--- src/emcc_pkg.sv ---
package emcc_pkg;

    // Command block layout
    localparam logic [7:0] OPC_EXCHANGE = 8'hA6;
    localparam int FLIP_ONE_BIT = 8;
    localparam int FLIP_TWO_BIT = 9;

    // Register byte addresses
    localparam logic [7:0] A_CTRL = 8'h00;
    localparam logic [7:0] A_CDB0 = 8'h04;
    localparam logic [7:0] A_CDB1 = 8'h08;
    localparam logic [7:0] A_CDB2 = 8'h0C;
    localparam logic [7:0] A_HANDLER = 8'h10;
    localparam logic [7:0] A_ENV = 8'h14;
    localparam logic [7:0] A_RESULT = 8'h18;
    localparam logic [7:0] A_SENSE = 8'h1C;
    localparam logic [7:0] A_FIELD = 8'h20;
    localparam logic [7:0] A_IRQ_STS = 8'h24;
    localparam logic [7:0] A_IRQ_MASK = 8'h28;

    // Control bits
    localparam int CTRL_START = 0;
    localparam int CTRL_TEMP = 1;
    localparam int CTRL_ALT = 2;

    // Element environment bits
    localparam int ENV_W = 18;
    localparam int E_SRC_OK = 0;
    localparam int E_D1_OK = 1;
    localparam int E_D2_OK = 2;
    localparam int E_SRC_FULL = 3;
    localparam int E_D1_FULL = 4;
    localparam int E_D2_FULL = 5;
    localparam int E_SRC_IO = 6;
    localparam int E_D1_IO = 7;
    localparam int E_D2_IO = 8;
    localparam int E_IO_BAN = 9;
    localparam int E_NOT_EJECT = 10;
    localparam int E_HFULL = 11;
    localparam int E_SMAG = 12;
    localparam int E_DMAG = 13;
    localparam int E_SDRV = 14;
    localparam int E_DDRV = 15;
    localparam int E_FREE = 16;
    localparam int E_ABORT = 17;

    // Handler reset value and the transport address that means handler
    localparam logic [15:0] HANDLER_RST = 16'h0001;
    localparam logic [15:0] XPORT_SELF = 16'h0000;

    // Move plans
    localparam logic [1:0] PLAN_NONE = 2'h0;
    localparam logic [1:0] PLAN_SWAP_FREE = 2'h1;
    localparam logic [1:0] PLAN_SWAP_PRIV = 2'h2;
    localparam logic [1:0] PLAN_THREE = 2'h3;

    // Sense values
    localparam logic [3:0] SK_NOT_READY = 4'h2;
    localparam logic [3:0] SK_ILLEGAL = 4'h5;
    localparam logic [7:0] ASC_NOT_READY = 8'h04;
    localparam logic [7:0] ASC_ELEM = 8'h3B;
    localparam logic [7:0] ASC_VND = 8'h80;
    localparam logic [7:0] ASC_ADDR_NAT = 8'h21;
    localparam logic [7:0] ASC_ADDR_ALT = 8'h24;
    localparam logic [7:0] ASC_BAD_OPC = 8'h20;
    localparam logic [7:0] ASC_BAD_FIELD = 8'h24;
    localparam logic [7:0] Q_ZERO = 8'h00;
    localparam logic [7:0] Q_D2_FULL = 8'h0D;
    localparam logic [7:0] Q_SRC_EMPTY = 8'h0E;
    localparam logic [7:0] Q_IO_BAN = 8'h07;
    localparam logic [7:0] Q_ADDR_NAT = 8'h01;
    localparam logic [7:0] Q_ADDR_ALT = 8'h80;
    localparam logic [7:0] Q_EJECT_NAT = 8'h90;
    localparam logic [7:0] Q_EJECT_ALT = 8'h83;
    localparam logic [7:0] Q_HFULL = 8'h01;
    localparam logic [7:0] Q_SMAG = 8'h03;
    localparam logic [7:0] Q_DMAG = 8'h04;
    localparam logic [7:0] Q_SDRV = 8'h05;
    localparam logic [7:0] Q_DDRV = 8'h06;
    localparam logic [7:0] Q_MAG_ALT = 8'h86;
    localparam logic [7:0] Q_DDRV_ALT = 8'h84;
    localparam logic [15:0] FP_OPC = 16'h0000;
    localparam logic [15:0] FP_XPORT = 16'h0002;
    localparam logic [15:0] FP_SRC = 16'h0004;
    localparam logic [15:0] FP_D1 = 16'h0006;
    localparam logic [15:0] FP_D2 = 16'h0008;
    localparam logic [15:0] FP_FLIP = 16'h000A;

    typedef enum logic [4:0] {
        ERR_NONE, ERR_OPC, ERR_FLIP, ERR_XPORT, ERR_SRC, ERR_D1, ERR_D2,
        ERR_SMAG, ERR_DMAG, ERR_SDRV, ERR_DDRV, ERR_IO_SRC, ERR_IO_D1,
        ERR_IO_D2, ERR_EJECT, ERR_HFULL, ERR_SRC_EMPTY, ERR_D1_EMPTY,
        ERR_D2_FULL, ERR_NO_TEMP
    } emcc_err_t;

    typedef enum logic [1:0] {
        ST_IDLE = 2'b00,
        ST_CHECK = 2'b01,
        ST_REPORT = 2'b11
    } emcc_fsm_t;

endpackage

--- src/emcc_sense_map.sv ---
`timescale 1ns/10ps
`default_nettype none
module emcc_sense_map
(
    // Error and mode
    input wire emcc_pkg::emcc_err_t err,
    input wire logic alt_mode,
    // Sense fields
    output logic [3:0] key,
    output logic [7:0] asc,
    output logic [7:0] ascq,
    output logic cd,
    output logic fpv,
    output logic [15:0] fp
);
    import emcc_pkg::*;

    always_comb
    begin
        key = SK_ILLEGAL;
        asc = ASC_VND;
        ascq = Q_ZERO;
        cd = 1'b1;
        fpv = 1'b1;
        fp = FP_OPC;
        case (err)
            ERR_OPC:
            begin
                asc = ASC_BAD_OPC;
            end
            ERR_FLIP:
            begin
                asc = ASC_BAD_FIELD;
                fp = FP_FLIP;
            end
            ERR_XPORT, ERR_SRC, ERR_D1, ERR_D2:
            begin
                asc = alt_mode ? ASC_ADDR_ALT : ASC_ADDR_NAT;
                ascq = alt_mode ? Q_ADDR_ALT : Q_ADDR_NAT;
                fp = (err == ERR_XPORT) ? FP_XPORT : (err == ERR_SRC) ? FP_SRC :
                    (err == ERR_D1) ? FP_D1 : FP_D2;
            end
            ERR_EJECT:
            begin
                asc = ASC_ELEM;
                ascq = alt_mode ? Q_EJECT_ALT : Q_EJECT_NAT;
                fp = FP_SRC;
            end
            ERR_HFULL:
            begin
                ascq = Q_HFULL;
                fp = FP_XPORT;
            end
            ERR_SMAG, ERR_DMAG:
            begin
                cd = 1'b0;
                fpv = 1'b0;
                if (alt_mode)
                begin
                    key = SK_NOT_READY;
                    asc = ASC_NOT_READY;
                    ascq = Q_MAG_ALT;
                end
                else
                begin
                    ascq = (err == ERR_SMAG) ? Q_SMAG : Q_DMAG;
                end
            end
            ERR_SDRV, ERR_DDRV:
            begin
                cd = 1'b0;
                fpv = 1'b0;
                if (alt_mode)
                begin
                    asc = ASC_ELEM;
                    ascq = (err == ERR_SDRV) ? Q_EJECT_ALT : Q_DDRV_ALT;
                end
                else
                begin
                    ascq = (err == ERR_SDRV) ? Q_SDRV : Q_DDRV;
                end
            end
            ERR_IO_SRC, ERR_IO_D1, ERR_IO_D2:
            begin
                ascq = Q_IO_BAN;
                fp = (err == ERR_IO_SRC) ? FP_SRC : (err == ERR_IO_D1) ? FP_D1 : FP_D2;
            end
            ERR_SRC_EMPTY:
            begin
                asc = ASC_ELEM;
                ascq = Q_SRC_EMPTY;
                fp = FP_SRC;
            end
            ERR_D1_EMPTY:
            begin
                fp = FP_D1;
            end
            ERR_D2_FULL:
            begin
                asc = ASC_ELEM;
                ascq = Q_D2_FULL;
                fp = FP_D2;
            end
            ERR_NO_TEMP:
            begin
                key = SK_NOT_READY;
                asc = ASC_NOT_READY;
                cd = 1'b0;
                fpv = 1'b0;
            end
            default:
            begin
                key = 4'h0;
                asc = Q_ZERO;
                cd = 1'b0;
                fpv = 1'b0;
            end
        endcase
    end
endmodule
`default_nettype wire

--- config.mk ---
export PLATFORM = sky130hd
export DESIGN_NAME = emcc_sense_map
export DESIGN_NICKNAME = d
export VERILOG_FILES = /design/src/emcc_pkg.sv /design/src/emcc_sense_map.sv
export SDC_FILE = /design/constraint.sdc
export NUM_CORES = 1
export LEC_CHECK = 0
export BUFFER_PORTS_ARGS = -buffer_cell sky130_fd_sc_hd__buf_2
export CORE_ASPECT_RATIO = 1.1
export CORE_MARGIN = 5
export CORE_UTILIZATION = 52
export DETAILED_ROUTE_END_ITERATION = 6
export PLACE_DENSITY_LB_ADDON = 0.3
export SLEW_MARGIN = 20
export SYNTH_ARGS = -nofsm -noshare
export SYNTH_HDL_FRONTEND = slang
export SYNTH_SLANG_ARGS = --single-unit
--- constraint.sdc ---
create_clock -name vclk -period 2.37
set_input_delay 0 -clock vclk [all_inputs]
set_output_delay 0 -clock vclk [all_outputs]
set_load 0.005 [all_outputs]
* After elaboration in Yosys (flattened, before gate mapping)
Index checks and enable logic that the tools add are counted.
** Storage, ports and cells
- Bits in registers :: 0
- Logic and storage cells :: 49
- Output and inout port bits :: 38
- Input bits :: 6
** Operators by class
- Multiplexer cells :: 21
- Reductions and logical operators :: 9
- Equality and inequality tests :: 19
** Operators by type and width (number)
- 8-bit case mux with 8 select lines :: 2
- 5-bit by 4-bit equality test with 1-bit output (second input constant) :: 8
- 8-bit 2-to-1 mux :: 5
- 4-bit case mux with 7 select lines :: 1
- 5-bit by 3-bit equality test with 1-bit output (second input constant) :: 4
- 5-bit equality test (second input constant) :: 4
- 4-bit 2-to-1 mux :: 5
- 16-bit OR reduction :: 1
- 14-bit OR reduction :: 1
- 3-bit 2-to-1 mux :: 4
- 5-bit by 2-bit equality test with 1-bit output (second input constant) :: 2
- 3-bit case mux with 3 select lines :: 1
- 2-bit OR reduction :: 3
- 3-bit OR reduction :: 2
- 5-bit by 1-bit equality test with 1-bit output (second input constant) :: 1
- 5-bit 2-to-1 mux :: 1
- 5-bit OR reduction :: 1
- 4-bit OR reduction :: 1
- 2-bit 2-to-1 mux :: 1
- 1-bit 2-to-1 mux :: 1

* Longest topological paths before layout
- Depth in word-level cells :: 5
- Mapped depth :: 7
- Depth with buffers taken out :: 4

* Least setup slack after synthesis
No wires, ideal clock.
- Kind :: in2out
- From :: input err[0]
- To :: output asc[3]
- Arrival time :: 1057 ps
- Stages on the path :: 7
- Buffers on the path :: 3
- Data required time :: 2370 ps
- Setup slack :: 1313 ps
- Cell sequence :: buf_4 -> clkbuf_1 -> nand2_1 -> nor3_1 -> a21oi_1 -> o32ai_1 -> buf_4
** Between the ends
- Word-level cells in the longest chain between the ends :: 3
- Elaborated cells between the ends (all ways) :: 25
- Those cells by class :: eq/ne (19); mux (1); reduce/logical (5)
** Ends and longest elaborated chain
- start: declaration :: RTL line emcc_sense_map.sv:6 : input wire emcc_pkg::emcc_err_t err,
- 5-bit by 4-bit equality test with 1-bit output (tied with other cells) :: RTL line emcc_sense_map.sv:26 : case (err)
- 5-bit OR reduction (no source line) (tied with other cells)
- 8-bit case mux with 8 select lines * :: RTL line emcc_sense_map.sv:26
- end: declaration :: RTL line emcc_sense_map.sv:10 : output logic [7:0] asc,
Every way passes the cells marked *; elsewhere a longest branch is shown, timed or not.

* Worst setup path after layout
- From :: input err[4]
- To :: output asc[0]
Same word-level chain as after synthesis.

==> impl_metrics.ini <==
[placed_design]
placed_cell_area_sq_um = 807
gp_congestion = 0.844
hpwl_um = 1460
dpl.cell_count = 155
io_buffers = 27
dpl_worst_slack_ps = 1060

[drt]
via_per_inst = 5.75
postRouteAntennaNets = 0
vias = 891
first_iter_violations = 31
wire_per_inst_um = 12.9
drc = 0
dr.pass1.iters = 4
drt_wl_total_um = 2000

[yosys]
ys_types = 41
ys_top_cells_by_area = buf_4 21%, nand2b_1 6.9%, o21ai_0 5.5%
synth_area_leader_cell = buf_4
synthCells = 129
yosys_warnings = 0
seq_area_frac_synth_pct = 0
synth_area_sq_um = 820
yosysTopAreaCellShare_pct = 21.1
syn_avg_cell_area_sq_um = 6.35

[global_routing]
grt.total_usage_pct = 15.6
grt_pass1_vias = 680
grt_pass1_wl_um = 3060
antenna_found_initial = 0
grt_start_max_net_pins = 31
overflow = 0

[pwr]
p_total_uw = 146
ir_worst_vdd_mv = 0.102
leakagePower_nw = 0.404
power_density_nw_per_um2 = 181

[floorplanning]
start_util_pct = 53.3
rows = 15
io_pins = 44
core_area_sq_um = 1540
die_w_um = 47.9
die_h_um = 51.6
dieArea_sq_um = 2470

[cells_and_area]
drive_above_1_share_pct = 23.9
final-seq-area_sq_um = 0
syn_to_final_growth_pct = -1.53
stdcell_area_sq_um = 807
antenna_cells = 0
nClkBuffers = 0
finalNetCount = 146
final_common_cell = buf_2
final_cell_mix = 27 x buf_2, 17 x conb_1, 9 x nand2_1, 9 x nand2b_1, 9 x o21ai_0
fillCellCount = 168
stdcell_count = 155
fin_util_pct = 52.4
seq_cell_count = 0

[setup_path]
worst-path-max-fanout = 26
worstPathArrival_ps = 1310
required_ps = 2370
cp-start-kind = input pin
cp-end-kind = primary output
critical_path_class = input pin to primary output

[sta]
fmax_mhz = 764
hold_viol_final = 0
tns_ps = 0
rsz0062_at_grt = no
timing.final.ws_setup_ps = 1060
hold_ws_ps = 437
report.final.slew_viol_count = 0
final.period_utilization_pct = 55.3
finalSetupViolations = 0
finalCriticalPeriod_ps = 1310

[cts]
cts_setup_buffers = 0
holdBufCountCts = 0
cts_resized = 0

[min_path]
hold_class = input pin to primary output

[status]
outcome = complete, no violations

[flow_run]
max_cap_viol_count = 0
-- worst paths after layout --
kind | start | endpoint | slack, ps | depth (start not counted)
hold / removal | alt_mode | ascq[7] | 440 | 4
setup / recovery | err[4] | asc[0] | 1060 | 6
-- worst max-delay path, stage by stage --
cell	delay (ps)
buf_2	330
or3b_1	470
nand2b_4	190
o31a_1	100
o21ai_0	80
buf_2	140
-- cell families (layout without fill, tap and decap cells) --
logic type / after synthesis / count (layout) / synth area share, %
multiplexers: 2 / 2 / 2.44
other: 1 / 17 / 0.458
AO/OA/AOI/OAI: 45 / 45 / 38.2
buffers and inverters: 38 / 31 / 29.8
AND/OR/NAND/NOR: 43 / 43 / 29.2
-- synth_stat cells --
cell type  count
o21a_1         2
clkbuf_1       4
a2bb2oi_1      2
and2b_1        2
o21ai_0        9
nand2_1        9
mux2i_1        2
or3_4          1
o31a_1         1
and3_1         1
buf_2          6
nor2_1         8
o32ai_1        2
inv_1          3
o32a_1         2
o211a_1        1
a21o_1         2
nor2b_1        3
o221a_2        1
conb_1         1
a311o_1        1
a31o_1         1
a221oi_1       2
and2_2         1
nor3_1         4
nand3_1        1
a21oi_1        7
a21bo_2        1
nand2b_1       9
o22ai_1        5
nand2b_4       1
and2_1         1
or3b_1         1
buf_4         23
inv_2          1
buf_6          1
a211oi_1       1
nor4_1         1
a22oi_1        2
o21ai_1        1
a31oi_1        2
-- area by class of cell --
| cell class | count | area (sq um) | share of cell area, % |
|---|---|---|---|
| inverters | 4 | 15.0 | 1.86 |
| multi-input cells | 107 | 636 | 78.8 |
| repair buffers | 27 | 135 | 16.7 |
| well taps | 17 | 21.3 | 2.64 |
-- power by group --
part / internal, mW / total [mW] / switching (mW)
Combinational: 0.0603 / 0.146 / 0.0861
Sequential: 0 / 0 / 0
Clock: 0 / 0 / 0
-- layer usage --
| metal | up-vias | GRT usage (%) | part of all wire [%] |
|---|---|---|---|
| li1 | 448 | - | - |
| met1 | 413 | 23.9 | 43 |
| met2 | 30 | 25.1 | 52 |
| met3 | 0 | 0.346 | 5.6 |
| met4 | 0 | 0.448 | 0 |
| met5 | - | 0 | 0 |
No activity file was read; power rests on OpenSTA's default activity.
